File: config.mk
export PLATFORM = sky130hd
export DESIGN_NAME = cdb_decoder
export DESIGN_NICKNAME = d
export VERILOG_FILES = /design/src/cdb_decoder.v
export VERILOG_INCLUDE_DIRS = /design/src
export SDC_FILE = /design/constraint.sdc
export NUM_CORES = 1
export LEC_CHECK = 0
export ABC_AREA = 1
export BUFFER_PORTS_ARGS = -buffer_cell sky130_fd_sc_hd__buf_2
export CORE_MARGIN = 10
export CORE_UTILIZATION = 55
export DETAILED_ROUTE_END_ITERATION = 8
export PLACE_DENSITY = 0.75
export SYNTH_ARGS = -nofsm -noshare
export SYNTH_HDL_FRONTEND = slang
export SYNTH_SLANG_ARGS = --single-unit
export TNS_END_PERCENT = 100
File: constraint.sdc
create_clock -name i_mclk -period 2.1 [get_ports i_mclk]
set_input_delay 0.315 -clock i_mclk [delete_from_list [all_inputs] [get_ports i_mclk]]
set_output_delay 0.315 -clock i_mclk [all_outputs]
set_load 0.03 [all_outputs]
File: src/cdb_decoder_defines.vh
// Constants for the read and pre-fetch command descriptor decoder
`ifndef CDB_DECODER_DEFINES_VH
`define CDB_DECODER_DEFINES_VH

// Register word indexes (byte address is four times the index)
`define REG_CDB0 4'h0
`define REG_CDB1 4'h1
`define REG_CDB2 4'h2
`define REG_CDB3 4'h3
`define REG_CTRL 4'h4
`define REG_SENSE 4'h5
`define REG_STATE 4'h6
`define REG_LBA_LO 4'h7
`define REG_LBA_HI 4'h8
`define REG_LEN 4'h9

// Control register fields
`define CTRL_START_BIT 0
`define CTRL_PI_FMT_BIT 1
`define CTRL_RA_EN_BIT 2
`define CTRL_PRIO_LSB 4
`define CTRL_RESET 32'h00000000

// Operation codes
`define OP_PREFETCH10 8'h34
`define OP_PREFETCH16 8'h90
`define OP_READ6 8'h08
`define OP_READ10 8'h28

// Byte 1 field positions
`define RDPROT_MSB 7
`define RDPROT_LSB 5
`define LOW_RET_BIT 4
`define BYPASS_BIT 3
`define NV_BYPASS_BIT 1
`define EARLY_STATUS_BIT 1

// Protection check codes
`define RP_NONE 3'h0
`define RP_ALL 3'h1
`define RP_NO_GUARD 3'h2
`define RP_NO_CHECK 3'h3
`define RP_GUARD_ONLY 3'h4

// Status, sense keys and additional sense codes
`define ST_GOOD 8'h00
`define ST_CHECK 8'h02
`define SK_NONE 4'h0
`define SK_ILLEGAL 4'h5
`define SK_ABORTED 4'hB
`define ASC_NONE 8'h00
`define ASC_INV_OPCODE 8'h20
`define ASC_INV_FIELD 8'h24
`define ASC_PI_FAIL 8'h10
`define ASCQ_NONE 8'h00
`define ASCQ_GUARD 8'h01
`define ASCQ_APP 8'h02
`define ASCQ_REF 8'h03

// Lengths and retention priority
`define READ6_ZERO_LEN 32'h00000100
`define PRIO_LOWEST 2'h3

`endif

File: src/cdb_decoder.v
// Read and pre-fetch command descriptor decoder with an Avalon-MM register port
//
// Decided for this implementation: the Avalon-MM interface to the registers and the register addresses.
`timescale 1ns/100ps
`include "cdb_decoder_defines.vh"

// What this block does
// - Pre-fetch 34h/90h loads cache, no data out
// - Pre-fetch address and length by form
// - Zero pre-fetch length fills segment or media end
// - Pre-fetch status waits for cache load done
// - Early-status bit set gives illegal request
// - Read6 address from byte1 low, bytes 2-3
// - Read6 zero length means 256 blocks
// - Read6 never sends or checks protection
// - Read10 address bytes 2-5, count 7-8
// - Read10 zero length seeks, then read-ahead
// - Zero-length read gives good status at once
// - Nonvolatile bypass bit accepted and ignored
// - Low-retention bit forces lowest cache priority
// - Bypass bit forces media read
// - Unformatted medium needs protection code zero
// - Code 000b sends and checks nothing
// - Codes 001b/010b send, check reference; guard 001b
// - Code 011b sends, checks nothing
// - Code 100b sends, checks guard only
// - Codes 101b-111b rejected as reserved
// - Protection failure aborts with field code
module cdb_decoder
(
  // Clock and reset
  input wire i_mclk,
  input wire i_reset_n,
  // Avalon-MM register slave
  input wire [3:0] i_avs_address,
  input wire i_avs_read,
  input wire i_avs_write,
  input wire [31:0] i_avs_writedata,
  input wire [3:0] i_avs_byteenable,
  output reg [31:0] o_avs_readdata,
  output reg o_avs_waitrequest,
  // Media, cache and protection side
  output reg o_media_start,
  output reg [63:0] o_media_lba,
  output reg [31:0] o_media_len,
  output reg o_media_to_host,
  output reg o_media_fill_segment,
  output reg o_media_bypass_cache,
  output reg [1:0] o_media_retention_prio,
  output reg o_pi_send,
  output reg o_pi_chk_guard,
  output reg o_pi_chk_app,
  output reg o_pi_chk_ref,
  output reg o_read_ahead_start,
  input wire i_media_done,
  input wire i_pi_fail_guard,
  input wire i_pi_fail_app,
  input wire i_pi_fail_ref,
  // Completion status toward the initiator
  output reg o_status_valid,
  output reg [7:0] o_scsi_status,
  output reg [3:0] o_sense_key,
  output reg [7:0] o_asc,
  output reg [7:0] o_ascq
);

  // ==========================================================
  // Declarations
  localparam [1:0] S_IDLE = 2'h0;
  localparam [1:0] S_DECODE = 2'h1;
  localparam [1:0] S_MEDIA = 2'h2;
  localparam [1:0] S_SEEK = 2'h3;

  reg [1:0] state;
  reg [7:0] cdb [0:15];
  reg [31:0] ctrl;
  reg done;
  reg seek_ra;
  wire acc_write;
  wire start_req;

  assign acc_write = i_avs_write && !o_avs_waitrequest;
  assign start_req = acc_write && (i_avs_address == `REG_CTRL) && i_avs_byteenable[0] &&
    i_avs_writedata[`CTRL_START_BIT] && (state == S_IDLE);

  // ==========================================================
  // Descriptor storage, byte n sits in word n/4, lane n%4
  genvar gi;
  generate
    for (gi = 0; gi < 16; gi = gi + 1)
    begin : g_cdb
      always @(posedge i_mclk or negedge i_reset_n)
      begin
        if (!i_reset_n)
          cdb[gi] <= 8'h00;
        else if (acc_write && (i_avs_address == gi / 4) && i_avs_byteenable[gi % 4])
          cdb[gi] <= i_avs_writedata[(gi % 4) * 8 +: 8];
      end
    end
  endgenerate

  // ==========================================================
  // Field extraction
  wire [7:0] opcode = cdb[0];
  wire [2:0] rp = cdb[1][`RDPROT_MSB:`RDPROT_LSB];
  wire pi_fmt = ctrl[`CTRL_PI_FMT_BIT];
  wire [1:0] cfg_prio = ctrl[`CTRL_PRIO_LSB +: 2];
  wire [63:0] lba_10 = {32'h00000000, cdb[2], cdb[3], cdb[4], cdb[5]};
  wire [63:0] lba_16 = {cdb[2], cdb[3], cdb[4], cdb[5], cdb[6], cdb[7], cdb[8], cdb[9]};
  wire [63:0] lba_6 = {43'h0, cdb[1][4:0], cdb[2], cdb[3]};
  wire [31:0] len_10 = {16'h0000, cdb[7], cdb[8]};
  wire [31:0] len_16 = {cdb[10], cdb[11], cdb[12], cdb[13]};

  // ==========================================================
  // Combinational decode of the stored descriptor
  reg d_bad_op;
  reg d_bad_field;
  reg d_zero_good;
  reg [63:0] d_lba;
  reg [31:0] d_len;
  reg d_to_host;
  reg d_fill;
  reg d_bypass;
  reg [1:0] d_prio;
  reg d_pi_send;
  reg d_chk_guard;
  reg d_chk_ref;

  always @*
  begin
    d_bad_op = 1'b0;
    d_bad_field = 1'b0;
    d_zero_good = 1'b0;
    d_lba = 64'h0000000000000000;
    d_len = 32'h00000000;
    d_to_host = 1'b0;
    d_fill = 1'b0;
    d_bypass = 1'b0;
    d_prio = cfg_prio;
    d_pi_send = 1'b0;
    d_chk_guard = 1'b0;
    d_chk_ref = 1'b0;
    case (opcode)
      `OP_PREFETCH10, `OP_PREFETCH16:
      begin
        // Data goes to the cache only
        d_to_host = 1'b0;
        if (opcode == `OP_PREFETCH10)
        begin
          d_lba = lba_10;
          d_len = len_10;
        end
        else
        begin
          d_lba = lba_16;
          d_len = len_16;
        end
        d_fill = (d_len == 32'h00000000);
        d_bad_field = cdb[1][`EARLY_STATUS_BIT];
      end
      `OP_READ6:
      begin
        d_to_host = 1'b1;
        d_lba = lba_6;
        // A protected medium still reads plain data here
        d_len = (cdb[4] == 8'h00) ? `READ6_ZERO_LEN : {24'h000000, cdb[4]};
      end
      `OP_READ10:
      begin
        d_to_host = 1'b1;
        d_lba = lba_10;
        d_len = len_10;
        d_zero_good = (len_10 == 32'h00000000);
        d_bypass = cdb[1][`BYPASS_BIT];
        d_prio = cdb[1][`LOW_RET_BIT] ? `PRIO_LOWEST : cfg_prio;
        // The nonvolatile bypass bit is never looked at: no such cache exists
        if (!pi_fmt && (rp != `RP_NONE))
          d_bad_field = 1'b1;
        else
        begin
          case (rp)
            `RP_NONE: d_pi_send = 1'b0;
            `RP_ALL:
            begin
              d_pi_send = 1'b1;
              d_chk_guard = 1'b1;
              d_chk_ref = 1'b1;
            end
            `RP_NO_GUARD:
            begin
              d_pi_send = 1'b1;
              d_chk_ref = 1'b1;
            end
            `RP_NO_CHECK: d_pi_send = 1'b1;
            `RP_GUARD_ONLY:
            begin
              d_pi_send = 1'b1;
              d_chk_guard = 1'b1;
            end
            default:
            begin
              d_bad_field = 1'b1;
            end
          endcase
        end
      end
      default:
      begin
        d_bad_op = 1'b1;
      end
    endcase
  end

  // ==========================================================
  // Command sequencer
  always @(posedge i_mclk or negedge i_reset_n)
  begin
    if (!i_reset_n)
    begin
      state <= S_IDLE;
      done <= 1'b0;
      seek_ra <= 1'b0;
      o_media_start <= 1'b0;
      o_media_lba <= 64'h0000000000000000;
      o_media_len <= 32'h00000000;
      o_media_to_host <= 1'b0;
      o_media_fill_segment <= 1'b0;
      o_media_bypass_cache <= 1'b0;
      o_media_retention_prio <= 2'h0;
      o_pi_send <= 1'b0;
      o_pi_chk_guard <= 1'b0;
      o_pi_chk_app <= 1'b0;
      o_pi_chk_ref <= 1'b0;
      o_read_ahead_start <= 1'b0;
      o_status_valid <= 1'b0;
      o_scsi_status <= `ST_GOOD;
      o_sense_key <= `SK_NONE;
      o_asc <= `ASC_NONE;
      o_ascq <= `ASCQ_NONE;
    end
    else
    begin
      o_media_start <= 1'b0;
      o_read_ahead_start <= 1'b0;
      o_status_valid <= 1'b0;
      case (state)
        S_IDLE:
        begin
          if (start_req)
          begin
            done <= 1'b0;
            state <= S_DECODE;
          end
        end
        S_DECODE:
        begin
          o_media_lba <= d_lba;
          o_media_len <= d_len;
          o_media_to_host <= d_to_host;
          o_media_fill_segment <= d_fill;
          o_media_bypass_cache <= d_bypass;
          o_media_retention_prio <= d_prio;
          o_pi_send <= d_pi_send;
          o_pi_chk_guard <= d_chk_guard;
          // Application tag checks belong to the long read only
          o_pi_chk_app <= 1'b0;
          o_pi_chk_ref <= d_chk_ref;
          o_ascq <= `ASCQ_NONE;
          if (d_bad_op)
          begin
            o_status_valid <= 1'b1;
            o_scsi_status <= `ST_CHECK;
            o_sense_key <= `SK_ILLEGAL;
            o_asc <= `ASC_INV_OPCODE;
            done <= 1'b1;
            state <= S_IDLE;
          end
          else if (d_bad_field)
          begin
            o_status_valid <= 1'b1;
            o_scsi_status <= `ST_CHECK;
            o_sense_key <= `SK_ILLEGAL;
            o_asc <= `ASC_INV_FIELD;
            done <= 1'b1;
            state <= S_IDLE;
          end
          else if (d_zero_good)
          begin
            // Good status goes out now; the seek runs on behind it
            o_status_valid <= 1'b1;
            o_scsi_status <= `ST_GOOD;
            o_sense_key <= `SK_NONE;
            o_asc <= `ASC_NONE;
            done <= 1'b1;
            o_media_start <= 1'b1;
            seek_ra <= ctrl[`CTRL_RA_EN_BIT];
            state <= S_SEEK;
          end
          else
          begin
            o_media_start <= 1'b1;
            state <= S_MEDIA;
          end
        end
        S_MEDIA:
        begin
          // Status is held back until the media side reports the load finished
          if (i_media_done)
          begin
            o_status_valid <= 1'b1;
            done <= 1'b1;
            state <= S_IDLE;
            if (o_pi_chk_guard && i_pi_fail_guard)
            begin
              o_scsi_status <= `ST_CHECK;
              o_sense_key <= `SK_ABORTED;
              o_asc <= `ASC_PI_FAIL;
              o_ascq <= `ASCQ_GUARD;
            end
            else if (o_pi_chk_app && i_pi_fail_app)
            begin
              o_scsi_status <= `ST_CHECK;
              o_sense_key <= `SK_ABORTED;
              o_asc <= `ASC_PI_FAIL;
              o_ascq <= `ASCQ_APP;
            end
            else if (o_pi_chk_ref && i_pi_fail_ref)
            begin
              o_scsi_status <= `ST_CHECK;
              o_sense_key <= `SK_ABORTED;
              o_asc <= `ASC_PI_FAIL;
              o_ascq <= `ASCQ_REF;
            end
            else
            begin
              o_scsi_status <= `ST_GOOD;
              o_sense_key <= `SK_NONE;
              o_asc <= `ASC_NONE;
              o_ascq <= `ASCQ_NONE;
            end
          end
        end
        S_SEEK:
        begin
          if (i_media_done)
          begin
            o_read_ahead_start <= seek_ra;
            state <= S_IDLE;
          end
        end
        default:
        begin
          state <= S_IDLE;
        end
      endcase
    end
  end

  // ==========================================================
  // Control register; the start bit is a strobe and never stored
  always @(posedge i_mclk or negedge i_reset_n)
  begin
    if (!i_reset_n)
      ctrl <= `CTRL_RESET;
    else if (acc_write && (i_avs_address == `REG_CTRL) && i_avs_byteenable[0])
      ctrl <= {24'h000000, i_avs_writedata[7:1], 1'b0};
  end

  // ==========================================================
  // Bus handshake: one wait cycle, read data loaded in that cycle
  always @(posedge i_mclk or negedge i_reset_n)
  begin
    if (!i_reset_n)
    begin
      o_avs_waitrequest <= 1'b1;
      o_avs_readdata <= 32'h00000000;
    end
    else if (!o_avs_waitrequest)
      o_avs_waitrequest <= 1'b1;
    else if (i_avs_read || i_avs_write)
    begin
      o_avs_waitrequest <= 1'b0;
      case (i_avs_address)
        `REG_CDB0: o_avs_readdata <= {cdb[3], cdb[2], cdb[1], cdb[0]};
        `REG_CDB1: o_avs_readdata <= {cdb[7], cdb[6], cdb[5], cdb[4]};
        `REG_CDB2: o_avs_readdata <= {cdb[11], cdb[10], cdb[9], cdb[8]};
        `REG_CDB3: o_avs_readdata <= {cdb[15], cdb[14], cdb[13], cdb[12]};
        `REG_CTRL: o_avs_readdata <= ctrl;
        `REG_SENSE: o_avs_readdata <= {o_ascq, o_asc, 4'h0, o_sense_key, o_scsi_status};
        `REG_STATE: o_avs_readdata <= {28'h0000000, state, done, (state != S_IDLE)};
        `REG_LBA_LO: o_avs_readdata <= o_media_lba[31:0];
        `REG_LBA_HI: o_avs_readdata <= o_media_lba[63:32];
        `REG_LEN: o_avs_readdata <= o_media_len;
        default: o_avs_readdata <= 32'h00000000;
      endcase
    end
  end

endmodule

* Yosys cells after proc, flatten, opt, wreduce, memory -nomap -nowiden
Cells that the tools add are included.
Word-level totals: flip-flop bits (word level) 307, bits of input ports 48
Cells by class: bitwise logic cells 1, multiplexer cells 73, reduce and logical (&&, ||, !) cells 55, equal/unequal tests 24
Operator list (number):
- $pmux 32 s10 | 1
- $pmux 64 s3 | 1
- $pmux 32 s3 | 1
- $logic_not 32->1 | 2
- $mux 32 | 2
- $mux 64 | 1
- $mux 8 | 8
- $pmux 8 s2 | 3
- $mux 1 | 32
- $logic_and 1x1->1 | 28
- $mux 4 | 6
- $mux 2 | 10
- $eq 4x3->1 const B | 4
- $eq 8x6->1 const B | 2
- $mux 5 | 2
- $reduce_or 2->1 | 5
- $mux 9 | 1
- $eq 4x2->1 const B | 2
- $eq 4x4->1 const B | 2
- $eq 8x4->1 const B | 1
- $eq 8x8->1 const B | 1
- $logic_not 8->1 | 1
- $pmux 4 s2 | 1
- $reduce_and 4->1 | 2
- other kinds (24) | 34

* Depth between registers and ports, before layout
word-level depth 8, gate-level depth with buffers 13

* Worst setup path before layout
No wires, ideal clock.
path type flip-flop to flip-flop, start point reg state[1], end point reg o_media_lba[32], cell stages (with the launch flop) 7, library setup time 0.142 ns, setup slack 0.483 ns, arrival time 1.474 ns, buffers on the path 3, period minus slack after synthesis 1.617 ns, path through dfrtp_1 > inv_1 > ha_1 > buf_2 > clkbuf_1 > clkbuf_1 > o32ai_1
On the way: word-level cells in the longest chain between the ends 1
Ends and longest elaborated chain:
- start, declared | RTL line cdb_decoder.v:74 | reg [1:0] state;
- start signal, assigned | RTL line cdb_decoder.v:220 | state <= S_IDLE;
- start signal, assigned | RTL line cdb_decoder.v:252 | state <= S_DECODE;
- start signal, assigned | RTL line cdb_decoder.v:276 | state <= S_IDLE;
- $eq 2x1->1 | RTL line cdb_decoder.v:246 | case (state)
- end signal, assigned | RTL line cdb_decoder.v:257 | o_media_lba <= d_lba;
- end, declared | RTL line cdb_decoder.v:44 | output reg [63:0] o_media_lba,
No other way between the ends. A chain may end at the register's enable or synchronous reset.

* Worst setup path in the final report
start point reg cdb (netlist bit opcode[0]), end point reg o_media_fill_segment
On the way: word-level cells in the longest chain between the ends 5
Ends and longest elaborated chain:
- start, declared | RTL line cdb_decoder.v:75 | reg [7:0] cdb [0:15];
- start signal, assigned by index | RTL line cdb_decoder.v:97 | cdb[gi] <= i_avs_writedata[(gi % 4) * 8 +: 8];
- $eq 8x6->1 | RTL line cdb_decoder.v:143 | case (opcode)
- $mux 32 | RTL line cdb_decoder.v:148 | if (opcode == `OP_PREFETCH10)
- $mux 32 | RTL line cdb_decoder.v:143
- $logic_not 32->1 | RTL line cdb_decoder.v:158 | d_fill = (d_len == 32'h00000000);
- $mux 1 * | RTL line cdb_decoder.v:143
- end signal, assigned | RTL line cdb_decoder.v:260 | o_media_fill_segment <= d_fill;
- end, declared | RTL line cdb_decoder.v:47 | output reg o_media_fill_segment,
Mark *: on every way between the ends. The rest lies on a longest branch, timed or not. The select of a mux whose other input is x is not followed.

==> flow_summary.rst <==
.. list-table::
   :header-rows: 1

   * - Metric
     - Value
   * - Run status
     - completed
   * - Clock edge transition at the registers on the reported setup and hold paths
     - ~0.06 ns
   * - Cell mode on critical path
     - sky130_fd_sc_hd__nand2_1
   * - Main synth FF type
     - sky130_fd_sc_hd__dfrtp_1
   * - Final setup TNS
     - 0 ns
   * - Top cell family by delay on the critical path
     - simple AND/OR/NAND/NOR gates
   * - Total track usage
     - 0.356
   * - Final Max Slew Viols
     - 0
   * - Largest net degree at the start of global routing
     - 75
   * - Critical Path Slowest Stage Cell
     - sky130_fd_sc_hd__dfrtp_1
   * - Lkg Pwr
     - 8.66 nW
   * - Unique masters post-synth
     - between 40 and 50
   * - HPWL reported at the end of detailed placement
     - 44700 um
   * - Sequential fraction of the synthesis area
     - 0.508
   * - Period Utilization, post-route
     - 0.962
   * - Top-count cell post-synth
     - sky130_fd_sc_hd__nand2_1
   * - Dominant combinational cell family by area after synthesis
     - compound AO/OA/AOI/OAI gates
   * - Final setup violating endpoints
     - 0
   * - Number of instances in the synthesized netlist
     - 1748
   * - Category of the critical setup timing path
     - reg2reg
   * - Warning count from the yosys run
     - 0
   * - Biggest area contributors in the synthesized netlist
     - sky130_fd_sc_hd__dfrtp_1 (51%), sky130_fd_sc_hd__nand2_1 (13%), sky130_fd_sc_hd__o21ai_0 (9.2%)
   * - Sequence of cells on the critical path
     - inv_2 > nand2_4 > nor2_4 > nand2_8 > buf_4 > o21ai_1 > nand3_1 > nor2_1 > nand2_1 > nor2_1 > nand2_1 > nand2_1
   * - Horizontal die dimension
     - 180 um
   * - Number of cell rows
     - 58
   * - Delay of the slowest cell on the worst path
     - 0.40 ns
   * - Netlist Area Pre-Place
     - 0.0141 mm2
   * - Post-Synth Adder-Cell Area
     - 0.00356
   * - Total Wirelength
     - 59400 um
   * - Destination of the worst hold path
     - opcode[6]
   * - Number of synthesized flops with an enable pin
     - 0
   * - Number of cells traversed by the worst hold path
     - 3
   * - Crit path max fanout
     - 10
   * - Worst min-delay path class
     - in2reg
   * - RSZ-0062 raised after global routing
     - no
   * - Syn Area/Cell
     - 8.04 um2
   * - Clock latency at the later pin of the worst-skew pair
     - between 0.5 and 0.6 ns
   * - Sink count of the clock tree
     - 285
   * - Antenna violations before repair
     - 3
   * - Critical Path Start Type
     - flip-flop
   * - Met1 global-route usage
     - 0.508
   * - GP Congestion
     - 1.07
   * - Area fraction in compound gates after synthesis
     - 0.201
   * - Cell type with the highest aggregate area in the netlist
     - sky130_fd_sc_hd__dfrtp_1
   * - Clock root buffer master
     - sky130_fd_sc_hd__clkbuf_16
   * - Setup crit end kind
     - flip-flop
   * - Highest attainable clock frequency
     - roughly 0.5 GHz
   * - Via count of the routed design
     - around 14000
   * - M3 GR Usage
     - 0.115
   * - Vias in the first global route
     - 13778
   * - Pre-antenna DRT Iters
     - 7
   * - XOR/XNOR Fraction of Synth Area
     - 0
   * - Most heavily used metal layer in global routing
     - met1
   * - Count of pins on the block boundary
     - between 200 and 250
   * - Maximum clock insertion buffer count
     - 3
   * - Final hold violation count
     - 0
   * - Count of placed standard cells in the final layout, fillers left out
     - 2365
   * - Total overflow reported by the global router
     - 0
   * - Fraction of synthesized cell area taken by the top area cell type
     - 0.506
   * - Register-to-register setup slack
     - 0.08 ns
   * - Proportion of register bits with asynchronous set or reset after synthesis
     - 1.00
   * - Remaining antenna violation count after routing
     - 0
   * - Clock buffers created by TritonCTS
     - 30
   * - Worst Tran Pin Value
     - 0.685 ns
   * - Reg-to-Reg End
     - o_media_fill_segment
   * - Met2 track demand over resource
     - 0.500
   * - Worst vdd rail ir drop
     - 0.000790 V
   * - Initial drt markers
     - 2396
   * - Share of final-layout standard cells stronger than drive strength 1
     - 0.196
   * - Post-layout min period
     - 2.02 ns
   * - Count of input and output buffers
     - between 150 and 200
   * - Htree depth
     - 1
   * - Die Y
     - 180 um
   * - Placeable Area
     - 0.0252 mm2
   * - Number of maximum-capacitance violations
     - 0
   * - Data required time of the worst path
     - around 2.6 ns
   * - Number of synthesized register bits
     - 285
   * - Multiplexer share of the synthesized area
     - 0
   * - Cell count after placement
     - 2303
   * - Clock tree from TritonCTS
     - done
   * - Die Outline Area
     - 0.0323 mm2
   * - Number of vias per cell after detailed routing
     - 6.12
   * - Origin of the critical flop-to-flop path
     - opcode[0]
   * - Routed WL per cell
     - approximately 25 um
   * - Tightest slew margin relative to the limit
     - 0.543
   * - Power density cells
     - 887 mW/mm2
   * - Area grow syn2layout
     - 22.2%
   * - Nets
     - 2063
   * - Worst-case clock skew
     - 0.0221 ns
   * - Fraction of the mapped netlist area in simple logic gates
     - 0.189
   * - Overall power
     - around 0.015 W
   * - Worst r2r path cells
     - 12
   * - Hold Crit Start
     - i_avs_writedata[6]
   * - Synth cell count leaders
     - sky130_fd_sc_hd__nand2_1 (501), sky130_fd_sc_hd__dfrtp_1 (284), sky130_fd_sc_hd__o21ai_0 (259)
   * - Crit path DAT
     - about 2.5 ns
   * - Count of buffering cells on the critical path with inverters included
     - 2
   * - Initial core utilization
     - 0.558
   * - Count of unresolved DRC violations after routing
     - 0
   * - First-pass GRT wire length
     - 88800 um
[routing by layer]
layer | routed length [um] | share of wire
met5 | 0 | 0
met4 | 2150 | 0.036
met3 | 8790 | 0.15
met2 | 24500 | 0.41
met1 | 23900 | 0.40
[repair_timing]
action	4_1_cts	5_1_grt
hold buffers	5	0
buffers inserted	0	1
resized for setup	0	3
hold endpoints to repair	58	0
endpoints found under the setup margin	0	9
[cell usage in the layout, fill, tap and decap left out, drive strengths merged, types with 2 or more instances in the layout]
master	instances
a211oi	4
a21oi	65
a22oi	9
buf	314
bufinv	4
clkbuf	43
clkinv	8
conb	19
dfrtp	284
diode	2
dlygate4sd3	5
ha	4
inv	210
nand2	510
nand3	45
nand4	12
nor2	77
nor3	3
o211ai	5
o21ai	278
o21bai	4
o221ai	2
o22ai	81
o31ai	14
o32ai	27
[registers in the layout, summed over array words and instances (netlist names), 2 cells and up]
| signal | count |
|---|---|
| o_media_len | 32 |
| o_media_retention_prio | 2 |
| opcode | 8 |
| cdb | 120 |
| o_sense_key | 3 |
| o_media_lba | 64 |
| o_avs_readdata | 32 |
| state | 2 |
| ctrl | 7 |
| o_ascq | 2 |
[worst max-delay path by stage]
| stage | startpoint | end | slack [ns] | cells after the start |
|---|---|---|---|---|
| after CTS | opcode[2] | o_media_lba[13] | 0.04 | 8 |
| after floorplan | state[1] | o_media_lba[32] | 0.48 | 6 |
| after detailed placement | opcode[2] | o_media_lba[13] | 0.08 | 8 |
| after global routing | opcode[0] | o_media_lba[8] | 0.004 | 11 |
| final | opcode[0] | o_media_fill_segment | 0.08 | 12 |
| after global placement | opcode[2] | o_media_lba[13] | 0.10 | 8 |
[report_power, final]
part	total, W	internal [W]	switching (W)
Combinational	0.00319	0.000885	0.00230
Sequential	0.00650	0.00599	0.000508
Clock	0.00555	0.00329	0.00226
Total	0.0152	0.0102	0.00507
[metrics by stage]
stage	util	instance area, um2	hold slack (ns)	setup slack, ns
after global routing	0.682	17200	0.0199	0.00376
after detailed placement	0.639	16100	0.233	0.0818
final	0.682	17200	0.0102	0.0808
after global placement	0.639	16100	0.235	0.102
after CTS	0.681	17200	0.0108	0.0424
after floorplan	-	14100	0.0194	0.483
[final cells by class]
| class | count | area (um2) |
|---|---|---|
| well taps | 330 | 413 |
| diodes | 2 | 5.00 |
| fillers | 2176 | 8000 |
| clock inverters | 11 | 170 |
| repair buffers | 319 | 2190 |
| multi-input cells | 1164 | 5630 |
| flip-flops and latches | 285 | 7130 |
| clock buffers | 43 | 850 |
| inverters | 211 | 792 |
[cell families (layout without fill, tap and decap cells)]
family                     after synthesis  after routing
adders and majority gates                4              4
AOI/OAI and AO/OA                      493            493
buffers and inverters                  317            584
other                                    1             21
DFF                                    285            285
and+or+nand+nor                        648            648
[tightest hold or removal path: stages]
cell and delay, ns:
sky130_fd_sc_hd__buf_2 0.09, sky130_fd_sc_hd__nand2_1 0.06, sky130_fd_sc_hd__o21ai_0 0.07
No activity file was read; power rests on OpenSTA's default activity.
